`src/alarm_pkg.sv`:
```
// Shared constants for the alarm output conditioner
package alarm_pkg;
    // ****************************************
    // Register map (byte addresses)
    // ****************************************
    localparam logic [7:0] CTRL = 8'h00;
    localparam logic [7:0] STATUS = 8'h04;
    localparam logic [7:0] RAMP_SP = 8'h08;
    localparam logic [7:0] TARGET_SP = 8'h0C;
    localparam logic [7:0] INPUT_SHIFT = 8'h10;
    localparam logic [7:0] BANK = 8'h14;
    localparam logic [7:0] CH_BASE = 8'h40;
    localparam logic [7:0] CH_STRIDE = 8'h10;
    localparam logic [7:0] CH_CFG = 8'h00;
    localparam logic [7:0] CH_HYST = 8'h04;
    localparam logic [7:0] CH_DELAY = 8'h08;
    localparam logic [7:0] CH_VALUE = 8'h0C;
    // ****************************************
    // Field positions
    // ****************************************
    localparam int CTRL_RUN = 0;
    localparam int CTRL_CANCEL = 1;
    localparam int CTRL_SRESET = 2;
    localparam int CTRL_RAMP = 3;
    localparam int CTRL_TUNE = 4;
    localparam int CTRL_DP = 5;
    localparam int CFG_LATCH = 4;
    localparam int CFG_POL = 5;
    localparam int CFG_SPSEL = 6;
    localparam int CFG_ROUTED = 7;
    localparam int DLY_OFF = 16;
    // ****************************************
    // Reset values and limits
    // ****************************************
    localparam logic [3:0] TYPE_RESET = 4'h2;
    localparam logic [13:0] HYST_RESET = 14'h0002;
    localparam logic [13:0] HYST_MIN = 14'h0001;
    localparam logic [13:0] HYST_MAX = 14'h2708;
    localparam logic [9:0] DELAY_MAX = 10'h3E7;
    localparam logic [3:0] HYST_DIV = 4'hA;
    // ****************************************
    // Timing
    // ****************************************
    localparam int CLK_PERIOD_NS = 8;
    localparam int SEC_NS = 1000000000;
    localparam int TICKS_PER_SEC = SEC_NS / CLK_PERIOD_NS;
    localparam logic [1:0] POWERUP_S = 2'h3;
endpackage

```
`src/alarm_output_conditioner.sv`:
```
// Three-channel alarm output conditioner with Avalon-MM registers
//
// What this block does
// - Per-alarm hysteresis 0.1 to 999.2, default 0.2
// - Decimal point 0 divides hysteresis by ten
// - Config writes accepted only while operation stopped
// - Standby holds alarm until range left, re-entered
// - Alarm cancels standby; start, value, shift re-arm
// - Set point, bank, type change also re-arm
// - Latch enabled keeps alarm on; default off
// - Latch-cancel, software reset, type 0 or latch-off config clear latch
// - Polarity 0 passes state, 1 inverts it
// - Output forced off about 3 s after power-up
// - ON/OFF delays 0 to 999 s feed status
// - ON delay applies after power-on, software reset
// - Pulses not longer than delay are suppressed
// - Toggle during delay restarts the measurement
// - Selection 0 ramping set point, 1 target
// - Selection only deviation, ramp on, self-tuning off
// - Type zero disables all alarm functions
// - Per-channel alarm status is readable
// - Polarity matters only when routed to output
// - Types 5, 6, 7, A, B use standby; others bypass
`timescale 1ns/1ps
`default_nettype none
module alarm_output_conditioner #(
    parameter int TICKS_PER_SEC = alarm_pkg::TICKS_PER_SEC
) (
    input wire logic clk_sys,
    input wire logic rst,
    input wire logic [7:0] avs_address,
    input wire logic avs_read,
    input wire logic avs_write,
    input wire logic [31:0] avs_writedata,
    input wire logic [3:0] avs_byteenable,
    output logic [31:0] avs_readdata,
    output logic avs_waitrequest,
    input wire logic [15:0] process_value,
    output logic [2:0] alarm_out,
    output logic [2:0] alarm_status
);
    typedef struct packed {
        logic waitrequest;
        logic [31:0] readdata;
        logic run;
        logic ramp_en;
        logic self_tuning;
        logic [1:0] dp;
        logic [1:0] bank;
        logic [15:0] ramp_sp;
        logic [15:0] target_sp;
        logic [15:0] shift;
        logic [2:0][7:0] cfg;
        logic [2:0][13:0] hyst;
        logic [2:0][9:0] on_dly;
        logic [2:0][9:0] off_dly;
        logic [2:0][15:0] aval;
        logic [2:0] raw;
        logic [2:0] armed;
        logic [2:0] seen_out;
        logic [2:0] latched;
        logic [2:0] out;
        logic [2:0] status;
        logic [31:0] div;
        logic tick;
        logic [1:0] pu_cnt;
        logic pu_hold;
    } main_state_t;

    main_state_t st;
    main_state_t next_st;
    logic wr;
    logic sreset;
    logic cancel;
    logic [31:0] rd_mux;
    logic [31:0] wdat;
    logic [2:0] gated;
    logic [2:0] delayed;
    logic [2:0] rearm;
    logic [2:0] func;
    logic signed [17:0] pv_eff;
    logic signed [17:0] sp;
    logic signed [17:0] h;
    logic [3:0] typ;

    if (TICKS_PER_SEC < 2) begin : g_chk
        $error("TICKS_PER_SEC must be at least 2");
    end

    // ****************************************
    // Helpers
    // ****************************************
    function automatic logic [7:0] ch_addr(input int ch, input logic [7:0] off);
        ch_addr = 8'(alarm_pkg::CH_BASE + ch * alarm_pkg::CH_STRIDE + off);
    endfunction

    function automatic logic [31:0] merge(input logic [31:0] old, input logic [31:0] nw,
                                          input logic [3:0] be);
        for (int b = 0; b < 4; b++) begin
            merge[b*8 +: 8] = be[b] ? nw[b*8 +: 8] : old[b*8 +: 8];
        end
    endfunction

    function automatic logic is_standby(input logic [3:0] t);
        is_standby = (t >= 4'h5 && t <= 4'h7) || t == 4'hA || t == 4'hB;
    endfunction

    // Raw comparison with hysteresis; x is the alarm value
    function automatic logic evaluate(input logic [3:0] t, input logic prev,
                                      input logic signed [17:0] pv,
                                      input logic signed [17:0] s,
                                      input logic signed [17:0] x,
                                      input logic signed [17:0] hy);
        logic signed [17:0] hi;
        logic signed [17:0] lo;
        logic on;
        logic off;
        hi = s + x;
        lo = s - x;
        on = 1'b0;
        off = 1'b1;
        case (t)
            4'h1, 4'h5: begin
                on = pv > hi || pv < lo;
                off = pv < hi - hy && pv > lo + hy;
            end
            4'h2, 4'h6: begin
                on = pv > hi;
                off = pv < hi - hy;
            end
            4'h3, 4'h7: begin
                on = pv < lo;
                off = pv > lo + hy;
            end
            4'h4: begin
                on = pv < hi && pv > lo;
                off = pv > hi + hy || pv < lo - hy;
            end
            4'h8, 4'hA: begin
                on = pv > x;
                off = pv < x - hy;
            end
            4'h9, 4'hB: begin
                on = pv < x;
                off = pv > x + hy;
            end
            default: begin
                on = 1'b0;
                off = 1'b1;
            end
        endcase
        evaluate = prev ? !off : on;
    endfunction

    // ****************************************
    // Delay filters
    // ****************************************
    for (genvar g = 0; g < 3; g++) begin : g_ch
        alarm_delay #(
            .CNT_W(10)
        ) u_delay (
            .clk_sys(clk_sys),
            .rst(rst),
            .clear(sreset),
            .tick(st.tick),
            .raw(gated[g]),
            .on_delay(st.on_dly[g]),
            .off_delay(st.off_dly[g]),
            .delayed(delayed[g])
        );
    end

    // ****************************************
    // Next state
    // ****************************************
    always_comb begin
        next_st = st;
        sp = '0;
        h = '0;
        typ = '0;
        rearm = '0;
        gated = '0;
        func = '0;
        rd_mux = '0;
        wr = avs_write && !st.waitrequest;
        pv_eff = 18'(signed'(process_value)) + 18'(signed'(st.shift));
        case (avs_address)
            alarm_pkg::CTRL: begin
                rd_mux[alarm_pkg::CTRL_RUN] = st.run;
                rd_mux[alarm_pkg::CTRL_RAMP] = st.ramp_en;
                rd_mux[alarm_pkg::CTRL_TUNE] = st.self_tuning;
                rd_mux[alarm_pkg::CTRL_DP +: 2] = st.dp;
            end
            alarm_pkg::STATUS: begin
                rd_mux = {19'h0, st.pu_hold, st.latched, st.armed, st.raw, st.status};
            end
            alarm_pkg::RAMP_SP: rd_mux = {16'h0, st.ramp_sp};
            alarm_pkg::TARGET_SP: rd_mux = {16'h0, st.target_sp};
            alarm_pkg::INPUT_SHIFT: rd_mux = {16'h0, st.shift};
            alarm_pkg::BANK: rd_mux = {30'h0, st.bank};
            default: begin
                for (int i = 0; i < 3; i++) begin
                    if (avs_address == ch_addr(i, alarm_pkg::CH_CFG)) begin
                        rd_mux = {24'h0, st.cfg[i]};
                    end
                    if (avs_address == ch_addr(i, alarm_pkg::CH_HYST)) begin
                        rd_mux = {18'h0, st.hyst[i]};
                    end
                    if (avs_address == ch_addr(i, alarm_pkg::CH_DELAY)) begin
                        rd_mux = {6'h0, st.off_dly[i], 6'h0, st.on_dly[i]};
                    end
                    if (avs_address == ch_addr(i, alarm_pkg::CH_VALUE)) begin
                        rd_mux = {16'h0, st.aval[i]};
                    end
                end
            end
        endcase
        wdat = merge(rd_mux, avs_writedata, avs_byteenable);
        sreset = wr && avs_address == alarm_pkg::CTRL && wdat[alarm_pkg::CTRL_SRESET];
        cancel = wr && avs_address == alarm_pkg::CTRL && wdat[alarm_pkg::CTRL_CANCEL];
        // One wait state: the answer comes the cycle after the request
        next_st.waitrequest = !((avs_read || avs_write) && st.waitrequest);
        if ((avs_read || avs_write) && st.waitrequest) begin
            next_st.readdata = rd_mux;
        end
        // Register writes
        if (wr) begin
            case (avs_address)
                alarm_pkg::CTRL: begin
                    next_st.run = wdat[alarm_pkg::CTRL_RUN];
                    next_st.ramp_en = wdat[alarm_pkg::CTRL_RAMP];
                    next_st.self_tuning = wdat[alarm_pkg::CTRL_TUNE];
                    next_st.dp = wdat[alarm_pkg::CTRL_DP +: 2];
                    if (wdat[alarm_pkg::CTRL_RUN] && !st.run) begin
                        rearm = '1;
                    end
                end
                alarm_pkg::RAMP_SP: begin
                    next_st.ramp_sp = wdat[15:0];
                    rearm = '1;
                end
                alarm_pkg::TARGET_SP: begin
                    next_st.target_sp = wdat[15:0];
                    rearm = '1;
                end
                alarm_pkg::INPUT_SHIFT: begin
                    next_st.shift = wdat[15:0];
                    rearm = '1;
                end
                alarm_pkg::BANK: begin
                    next_st.bank = wdat[1:0];
                    rearm = '1;
                end
                default: begin
                    for (int i = 0; i < 3; i++) begin
                        if (avs_address == ch_addr(i, alarm_pkg::CH_VALUE)) begin
                            next_st.aval[i] = wdat[15:0];
                            rearm[i] = 1'b1;
                        end
                        // Settings are locked while running
                        if (!st.run) begin
                            if (avs_address == ch_addr(i, alarm_pkg::CH_CFG)) begin
                                next_st.cfg[i] = wdat[7:0];
                                rearm[i] = wdat[3:0] != st.cfg[i][3:0];
                            end
                            if (avs_address == ch_addr(i, alarm_pkg::CH_HYST) &&
                                wdat[13:0] >= alarm_pkg::HYST_MIN &&
                                wdat[13:0] <= alarm_pkg::HYST_MAX && wdat[31:14] == '0) begin
                                next_st.hyst[i] = wdat[13:0];
                            end
                            if (avs_address == ch_addr(i, alarm_pkg::CH_DELAY)) begin
                                next_st.on_dly[i] = wdat[9:0] > alarm_pkg::DELAY_MAX ?
                                    alarm_pkg::DELAY_MAX : wdat[9:0];
                                next_st.off_dly[i] =
                                    wdat[alarm_pkg::DLY_OFF +: 10] > alarm_pkg::DELAY_MAX ?
                                    alarm_pkg::DELAY_MAX : wdat[alarm_pkg::DLY_OFF +: 10];
                            end
                        end
                    end
                end
            endcase
        end
        if (sreset) begin
            rearm = '1;
        end
        // One-second timebase and power-up hold
        next_st.tick = 1'b0;
        if (st.div == 32'(TICKS_PER_SEC - 1)) begin
            next_st.div = '0;
            next_st.tick = 1'b1;
        end else begin
            next_st.div = st.div + 32'h0000_0001;
        end
        if (st.tick && st.pu_hold) begin
            next_st.pu_cnt = st.pu_cnt + 2'h1;
            next_st.pu_hold = (st.pu_cnt + 2'h1) != alarm_pkg::POWERUP_S;
        end
        // Per-channel pipeline
        for (int i = 0; i < 3; i++) begin
            typ = st.cfg[i][3:0];
            // Target when ramp off, or for selected deviation types with self-tuning off
            if (st.ramp_en && !(typ >= 4'h1 && typ <= 4'h7 && !st.self_tuning &&
                st.cfg[i][alarm_pkg::CFG_SPSEL])) begin
                sp = 18'(signed'(st.ramp_sp));
            end else begin
                sp = 18'(signed'(st.target_sp));
            end
            // Whole-digit sensors read the setting with one decimal
            if (st.dp == 2'h0) begin
                h = 18'(st.hyst[i] / alarm_pkg::HYST_DIV);
            end else begin
                h = 18'(st.hyst[i]);
            end
            next_st.raw[i] = typ != 4'h0 && !sreset &&
                evaluate(typ, st.raw[i], pv_eff, sp, 18'(signed'(st.aval[i])), h);
            gated[i] = st.raw[i] && (!is_standby(typ) || !st.armed[i] ||
                st.seen_out[i]);
            if (!st.raw[i]) begin
                next_st.seen_out[i] = 1'b1;
            end
            if (gated[i]) begin
                next_st.armed[i] = 1'b0;
            end
            if (rearm[i]) begin
                next_st.armed[i] = 1'b1;
                next_st.seen_out[i] = 1'b0;
            end
            // A new alarm in the latch-cancel cycle still latches; software reset blocks it
            next_st.latched[i] = typ != 4'h0 && st.cfg[i][alarm_pkg::CFG_LATCH] &&
                ((delayed[i] && !sreset) ||
                (st.latched[i] && !cancel && !sreset));
            func[i] = typ != 4'h0 && (delayed[i] || st.latched[i]);
            next_st.status[i] = func[i];
            next_st.out[i] = !st.pu_hold && (func[i] ^ (st.cfg[i][alarm_pkg::CFG_POL] &&
                st.cfg[i][alarm_pkg::CFG_ROUTED]));
        end
    end

    // ****************************************
    // State register
    // ****************************************
    always_ff @(posedge clk_sys) begin
        if (rst) begin
            st <= '0;
            st.waitrequest <= 1'b1;
            st.armed <= 3'h7;
            st.pu_hold <= 1'b1;
            for (int i = 0; i < 3; i++) begin
                st.cfg[i] <= {4'h0, alarm_pkg::TYPE_RESET};
                st.hyst[i] <= alarm_pkg::HYST_RESET;
            end
        end else begin
            st <= next_st;
        end
    end

    assign avs_readdata = st.readdata;
    assign avs_waitrequest = st.waitrequest;
    assign alarm_out = st.out;
    assign alarm_status = st.status;
endmodule
`default_nettype wire

```
`src/alarm_delay.sv`:
```
// Per-alarm ON/OFF delay filter, measured in whole seconds
`timescale 1ns/1ps
`default_nettype none
module alarm_delay #(
    parameter int CNT_W = 10
) (
    input wire logic clk_sys,
    input wire logic rst,
    input wire logic clear,
    input wire logic tick,
    input wire logic raw,
    input wire logic [CNT_W-1:0] on_delay,
    input wire logic [CNT_W-1:0] off_delay,
    output logic delayed
);
    typedef struct packed {
        logic out;
        logic prev_in;
        logic [CNT_W-1:0] cnt;
    } delay_state_t;

    delay_state_t st;
    delay_state_t next_st;
    logic [CNT_W-1:0] lim;

    if (CNT_W < 10) begin : g_chk
        $error("CNT_W too narrow for 999 s");
    end

    // ****************************************
    // Filter
    // ****************************************
    always_comb begin
        next_st = st;
        lim = raw ? on_delay : off_delay;
        if (clear) begin
            next_st = '0;
        end else begin
            next_st.prev_in = raw;
            if (raw != st.prev_in) begin
                next_st.cnt = '0;
            end else if (tick && st.cnt != '1) begin
                next_st.cnt = st.cnt + 1'b1;
            end
            // Must stay for strictly longer than the delay
            if (raw != st.out) begin
                if (lim == '0 || (raw == st.prev_in && st.cnt > lim)) begin
                    next_st.out = raw;
                end
            end
        end
    end

    always_ff @(posedge clk_sys) begin
        if (rst) begin
            st <= '0;
        end else begin
            st <= next_st;
        end
    end

    assign delayed = st.out;
endmodule
`default_nettype wire

```
`config.mk`:
```
export PLATFORM = sky130hd
export DESIGN_NAME = alarm_output_conditioner
export DESIGN_NICKNAME = d
export VERILOG_FILES = /design/src/alarm_pkg.sv /design/src/alarm_output_conditioner.sv /design/src/alarm_delay.sv
export SDC_FILE = /design/constraint.sdc
export NUM_CORES = 2
export LEC_CHECK = 0
export ABC_AREA = 0
export BUFFER_PORTS_ARGS = -buffer_cell sky130_fd_sc_hd__buf_2
export CAP_MARGIN = 20
export CORE_UTILIZATION = 28
export CTS_BUF_LIST = sky130_fd_sc_hd__clkbuf_8
export CTS_CLUSTER_DIAMETER = 80
export CTS_CLUSTER_SIZE = 16
export DETAILED_ROUTE_END_ITERATION = 10
export SYNTH_ARGS = -nofsm -noshare
export SYNTH_HDL_FRONTEND = slang
export SYNTH_SLANG_ARGS = --single-unit
```
`constraint.sdc`:
```
create_clock -name clk_sys -period 13.4 [get_ports clk_sys]
set_input_delay 2.68 -clock clk_sys [delete_from_list [all_inputs] [get_ports clk_sys]]
set_output_delay 2.68 -clock clk_sys [all_outputs]
set_load 0.005 [all_outputs]
```
After elaboration in Yosys (flattened, before gate mapping)
Cells that the tools add are included.
{ "classes": {"add_sub_neg": 30, "mul": 0, "div": 3, "n_lt_le_gt_ge": 52, "n_eq_ne": 67, "shift": 0, "mux": 54, "n_bitwise": 5, "reduce_logical": 178} }
{ "op_table": {"columns": ["op", "n"], "rows": [
  ["32-bit 2-to-1 mux", 11],
  ["17-bit by 18-bit greater-than comparator with 1-bit output", 15],
  ["17-bit by 18-bit less-than comparator with 1-bit output", 15],
  ["25-bit one-hot mux with 5 select lines", 1],
  ["18-bit adder", 6],
  ["18-bit 2-to-1 mux", 6],
  ["18-bit subtractor", 6],
  ["8-bit by 7-bit equality test with 1-bit output (second input constant)", 12],
  ["1-bit logical AND", 76],
  ["16-bit by 18-bit adder with 18-bit output", 3],
  ["18-bit by 16-bit adder with 18-bit output", 3],
  ["14-bit by 4-bit divider with 18-bit output (second input constant)", 3],
  ["16-bit by 18-bit subtractor with 18-bit output", 3],
  ["18-bit by 16-bit subtractor with 18-bit output", 3],
  ["17-bit by 16-bit greater-than comparator with 1-bit output", 3],
  ["17-bit by 16-bit less-than comparator with 1-bit output", 3],
  ["10-bit 2-to-1 mux", 5],
  ["4-bit by 3-bit equality test with 1-bit output (second input constant)", 12],
  ["4-bit equality test (second input constant)", 12],
  ["1-bit one-hot mux with 6 select lines", 7],
  ["2-bit OR reduction", 21],
  ["8-bit 2-to-1 mux", 5],
  ["4-bit AND reduction", 9],
  ["32-bit by 1-bit adder with 32-bit output (second input constant)", 1],
  ["other kinds (40)", 148]
]} }
{ "totals": {"regBits": 352, "latch_bits": 0, "ramBits": 0, "romBits": 0, "in_bits": 64, "output_inout_bits": 39, "wordCells": 437, "memories": 0} }

Longest topological paths before layout
{ "depth": {"ltp_word": 22, "depth_mapped": 46} }

Cells and area by module
From an unflattened synthesis, not the netlist that was laid out.
{ "unflattened": {"cells_unflattened": 6323, "hier_area_um2": 48545.3} }
{ "by_module_without_submodules": {"columns": ["module", "n_inst", "cells_each", "area_per_inst_um2", "seq_area_each_um2"], "rows": [
  ["alarm_output_conditioner", 1, 6005, 45778.9, 6206.0],
  ["alarm_delay", 3, 106, 922.1, 240.2]
]} }

Worst setup path before layout
Ideal clock, no wire load.
{ "synth_timing": {"kind": "input port to flip-flop", "startpoint": "input process_value[0]", "endpoint": "register st[52] (netlist name)", "setup_ns": 0.075, "t_arrival_ns": 10.750, "t_required_ns": 13.325, "path_slack_ns": 2.575, "path_stages": 24, "n_path_buf": 0, "path_cell_list": "ha_1 > fa_1 > a21o_1 > a21oi_1 > o21bai_1 > a21oi_1 > o21bai_1 > a21oi_1 > o21bai_1 > a21oi_1 > o21bai_1 > a21oi_1 > o21bai_1 > a21oi_1 > nor3b_1 > a211oi_1 > ha_1 > a2111oi_0 > nand3_1 > o211ai_1 > o21ai_0 > a211oi_1 > a2bb2o_1 > o22ai_1"} }
{ "synth_between": {"elab_chain_len": 7, "word_cells_on_any_way": 22, "classes_between": "add/sub: 1; order compare: 12; mux: 3; reduce/logical: 6"} }
{ "synth_rtl": {"columns": ["element", "line_no", "rtl"], "rows": [
  ["start, declared", "alarm_output_conditioner.sv:38", "input wire logic [15:0] process_value,"],
  ["16-bit by 16-bit adder with 17-bit output (*)", "alarm_output_conditioner.sv:186", "pv_eff = 18'(signed'(process_value)) + 18'(signed'(st.shift));"],
  ["17-bit by 18-bit greater-than comparator with 1-bit output (tied with other cells)", "alarm_output_conditioner.sv:137", "off = pv > hi + hy || pv < lo - hy;"],
  ["1-bit logical OR or 1-bit logical AND (tied branches)", "alarm_output_conditioner.sv:137, alarm_output_conditioner.sv:125", null],
  ["1-bit one-hot mux with 6 select lines", "alarm_output_conditioner.sv:122", "case (t)"],
  ["1-bit zero test", "alarm_output_conditioner.sv:152", "evaluate = prev ? !off : on;"],
  ["1-bit 2-to-1 mux (*)", "alarm_output_conditioner.sv:152", null],
  ["1-bit logical AND (*)", "alarm_output_conditioner.sv:314", "next_st.raw[i] = typ != 4'h0 && !sreset &&"],
  ["end signal, assigned", "alarm_output_conditioner.sv:353", "st <= next_st;"],
  ["end, declared", "alarm_output_conditioner.sv:70", "main_state_t st;"]
]} }
Mark *: on every way between the ends. The rest lies on a longest branch, timed or not.
A chain may end at the register's enable or synchronous reset.

Worst setup path after layout
{ "layout_timing": {"startpoint": "register st[186] (netlist name)", "endpoint": "register st[52] (netlist name)"} }
{ "layout_between": {"elab_chain_len": 9, "word_cells_on_any_way": 20, "classes_between": "add/sub: 6; div: 1; order compare: 6; mux: 3; reduce/logical: 4"} }
{ "layout_rtl": {"columns": ["element", "line_no", "rtl"], "rows": [
  ["14-bit by 4-bit divider with 18-bit output", "alarm_output_conditioner.sv:310", "h = 18'(st.hyst[i] / alarm_pkg::HYST_DIV);"],
  ["18-bit 2-to-1 mux (*)", "alarm_output_conditioner.sv:309", "if (st.dp == 2'h0) begin"],
  ["18-bit adder (tied with other cells)", "alarm_output_conditioner.sv:137", null],
  ["17-bit by 18-bit greater-than comparator with 1-bit output (tied with other cells)", "alarm_output_conditioner.sv:137", null],
  ["1-bit logical OR or 1-bit logical AND (tied branches)", "alarm_output_conditioner.sv:137, alarm_output_conditioner.sv:125", null],
  ["1-bit one-hot mux with 6 select lines (*)", "alarm_output_conditioner.sv:122", null],
  ["1-bit zero test (*)", "alarm_output_conditioner.sv:152", null],
  ["1-bit 2-to-1 mux (*)", "alarm_output_conditioner.sv:152", null],
  ["1-bit logical AND (*)", "alarm_output_conditioner.sv:314", null]
]} }
Marked as above.

==> impl_metrics.toml <==
[run_status]
status = "finished clean"

[critical_path]
cp.arrival_ns = 11.00
path_delay_family = "compound AO/OA/AOI/OAI gates"
critPathRequiredTime_ns = 14.01
endpoint_kind = "register"
cp_slowest_cell = "dfxtp_1"
critPathKind = "register to register"
worst-path-buf-inv = 1
worstSetupStartpointType = "register"
cp_max_fo = 26
max_stage_delay_ns = 0.95
path_common_cell = "a21oi_1"

[drt]
wl_per_cell_um = 21.4
vias = 45573
wirelength_um = 176000
ant_nets = 0
vias_per_cell = 5.52
drc = 0
drtIter0Drc = 4410
firstDrtPassIters = 6

[power]
pwr_density_cell_mw_per_mm2 = 43.3
p_leak_nw = 20.5
irDropWorstVdd_v = 0.0000858

[logic_synthesis]
synth_commonest_cells = "ha_1, nor2_1, a21oi_1, inv_1, nand2_1"
syn_inst = 6119
synth_ff_type = "dfxtp_1"
synth_most_common_cell = "ha_1"
synth-edff-count = 0
synth_cell_types = 116
async_reset_ff_share_pct = 0
yosysSeqAreaShare_pct = 14.6
yosys-top-cells-area = "ha_1, dfxtp_1, xnor2_1, a21oi_1, nor2_1"
synth_seq_cells = 346
synth_area_mm2 = 0.0474
ys.warnings.count = 0
avgSynthCellArea_um2 = 7.74
synth_area_leader_cell = "ha_1"
synth_top_cell_area_share_pct = 23.1

[sta]
finalCritPeriodShare_pct = 77.6
rsz0062_at_grt = "no"
hold_violations = 0
slew_headroom_pct = 14.3
fmax_ghz = 0.0962
worst_slew_pin_slew_ns = 1.28
skew_ns = 0.0682
slew_violations = 0
final-setup-viol-count = 0
tns_ns = 0
fin_crit_ns = 10.39

[layout]
final_cells = 8258
nFillCells = 17882
nets = 7005
area_growth_pct = 7.04
drive_above_1_share_pct = 6.66

[clock_network]
cts_tree = "yes"
cts_buffers = 30
clkTransAtPathRegs_ns = 0.11
cts-resized-gates = 0
cts_root_buf = "clkbuf_8"
htreeDepth = 1
hold_buffers = 0
post_cts_buffers = 0
ctsLongestPathBuffers = 3
cts_sinks = 346
clkLatencyLatePin_ns = 0.75

[grt]
use_met2_pct = 31.8
antenna_found_initial = 10
grt_max_degree = 92
grt_pass1_vias = 42868
overflow = 0
grt_use_met3_pct = 3.81
met1_usage_pct = 26.1
grt_usage_pct = 19.9
grt_pass1_wl_um = 263000
grt-busiest-layer = "met2"

[job]
drv_cap = 0

[floorplanning]
rows = 150
die-area_mm2 = 0.171
ios = 103
die_h_um = 413
core_area_mm2 = 0.168
die_width_um = 413
start_util_pct = 28.3

[worst_hold_path]
hold_path_class = "register to register"

[place]
port_buffers = 96
dpl.hpwl_um = 140000
dp_cells = 8212
gp_congestion = 1.03
-- worst paths after layout --
check,to,from,cells after the start,slack [ns]
hold reg to reg,st[4]$_SDFF_PP0_,st[4]$_SDFF_PP0_,1,0.47
setup reg to reg,st[52]$_SDFF_PP0_,st[186]$_SDFFE_PP0P_,39,3.01
hold / removal,st[4]$_SDFF_PP0_,st[4]$_SDFF_PP0_,1,0.47
setup / recovery,st[52]$_SDFF_PP0_,st[186]$_SDFFE_PP0P_,39,3.01
-- metrics by stage --
step	hold WS (ns)	setup WS, ns	power (mW)	util [%]	area (µm²)
5_1_grt	0.496	2.29	2.28	30.2	50700
4_1_cts	0.464	3.18	2.19	30.2	50700
3_3_place_gp	0.439	3.16	1.54	29.9	50100
2_1_floorplan	0.426	2.58	1.39	-	47400
3_5_place_dp	0.448	3.30	1.55	29.9	50100
6_report	0.466	3.01	2.20	30.2	50700
-- kinds of logic (layout without fill, tap and decap cells) --
logic type               Yosys count  after routing  share of synthesized area, %
buffers and inverters            787            713                          6.83
XOR/XNOR                         412            412                          7.62
adder cells (fa/ha/maj)          909            909                          24.4
multiplexers                     185            185                          4.12
flip-flops                       346            346                          14.6
AND/OR/NAND/NOR                 1667           1667                          16.9
other                              1             10                       0.00792
AO/OA/AOI/OAI                   1812           1812                          25.5
-- where the power goes --
| part | internal [mW] | switching (mW) |
|---|---|---|
| registers | 1.04 | 0.0119 |
| logic | 0.182 | 0.310 |
| clock network | 0.227 | 0.428 |
| total | 1.45 | 0.750 |
-- worst register-to-register path, delay by kind of cell (launching register included) --
family	cells	cell delay, ns
AOI/OAI and AO/OA	25	5.82
and+or+nand+nor	8	2.16
adders and majority gates	3	1.02
DFF	1	0.95
muxes	1	0.14
xor gates and xnor gates	1	0.13
buffers and inverters	1	0.06
-- registers in the layout (all words and copies together) (netlist names) --
name                  flops
g_ch.u_delay.delayed      3
g_ch.u_delay.st          33
avs_readdata             26
avs_waitrequest           1
alarm_status              3
st                      277
alarm_out                 3
-- cells in the final DEF (no fill, tap or decap), types with 26 or more instances in the layout --
cell type    n
nand2b_1    70
nand3_1     99
and3_1      38
o21a_1     143
a21o_1     144
o21ai_1     28
o21ai_0    199
ha_1       876
a31oi_1     45
xnor2_1    318
xor2_1      81
a21oi_1    548
inv_1      468
mux2i_1    116
nand4_1    104
o31ai_1     28
mux2_2      64
buf_4       99
nor3_1      81
nor2b_1     86
or3_1       27
and2_1      26
o22ai_1     29
dfxtp_1    346
nor2_1     560
a211oi_1   118
a22oi_1     40
nor4_1      28
clkbuf_8    32
o21bai_1   171
buf_2       96
and4_1      29
nand2_1    414
-- layout make-up --
type | count | area, µm² | area share [%]
Timing Repair Buffer | 196 | 1240 | 2.44
Sequential cell | 346 | 6930 | 13.7
Clock buffer | 31 | 427 | 0.842
Tap cell | 2204 | 2760 | 5.44
Multi-Input combinational cell | 4991 | 37400 | 73.8
Antenna cell | 4 | 10.0 | 0.0197
Inverter | 475 | 1780 | 3.52
Clock inverter | 11 | 118 | 0.232
-- layer usage --
metal	share of wire, %	wire [µm]
met5	0.052	92
met4	4.7	8310
met3	8.9	15700
met2	44	76800
met1	43	75500
Note: power is estimated with default switching activity, not from simulation.
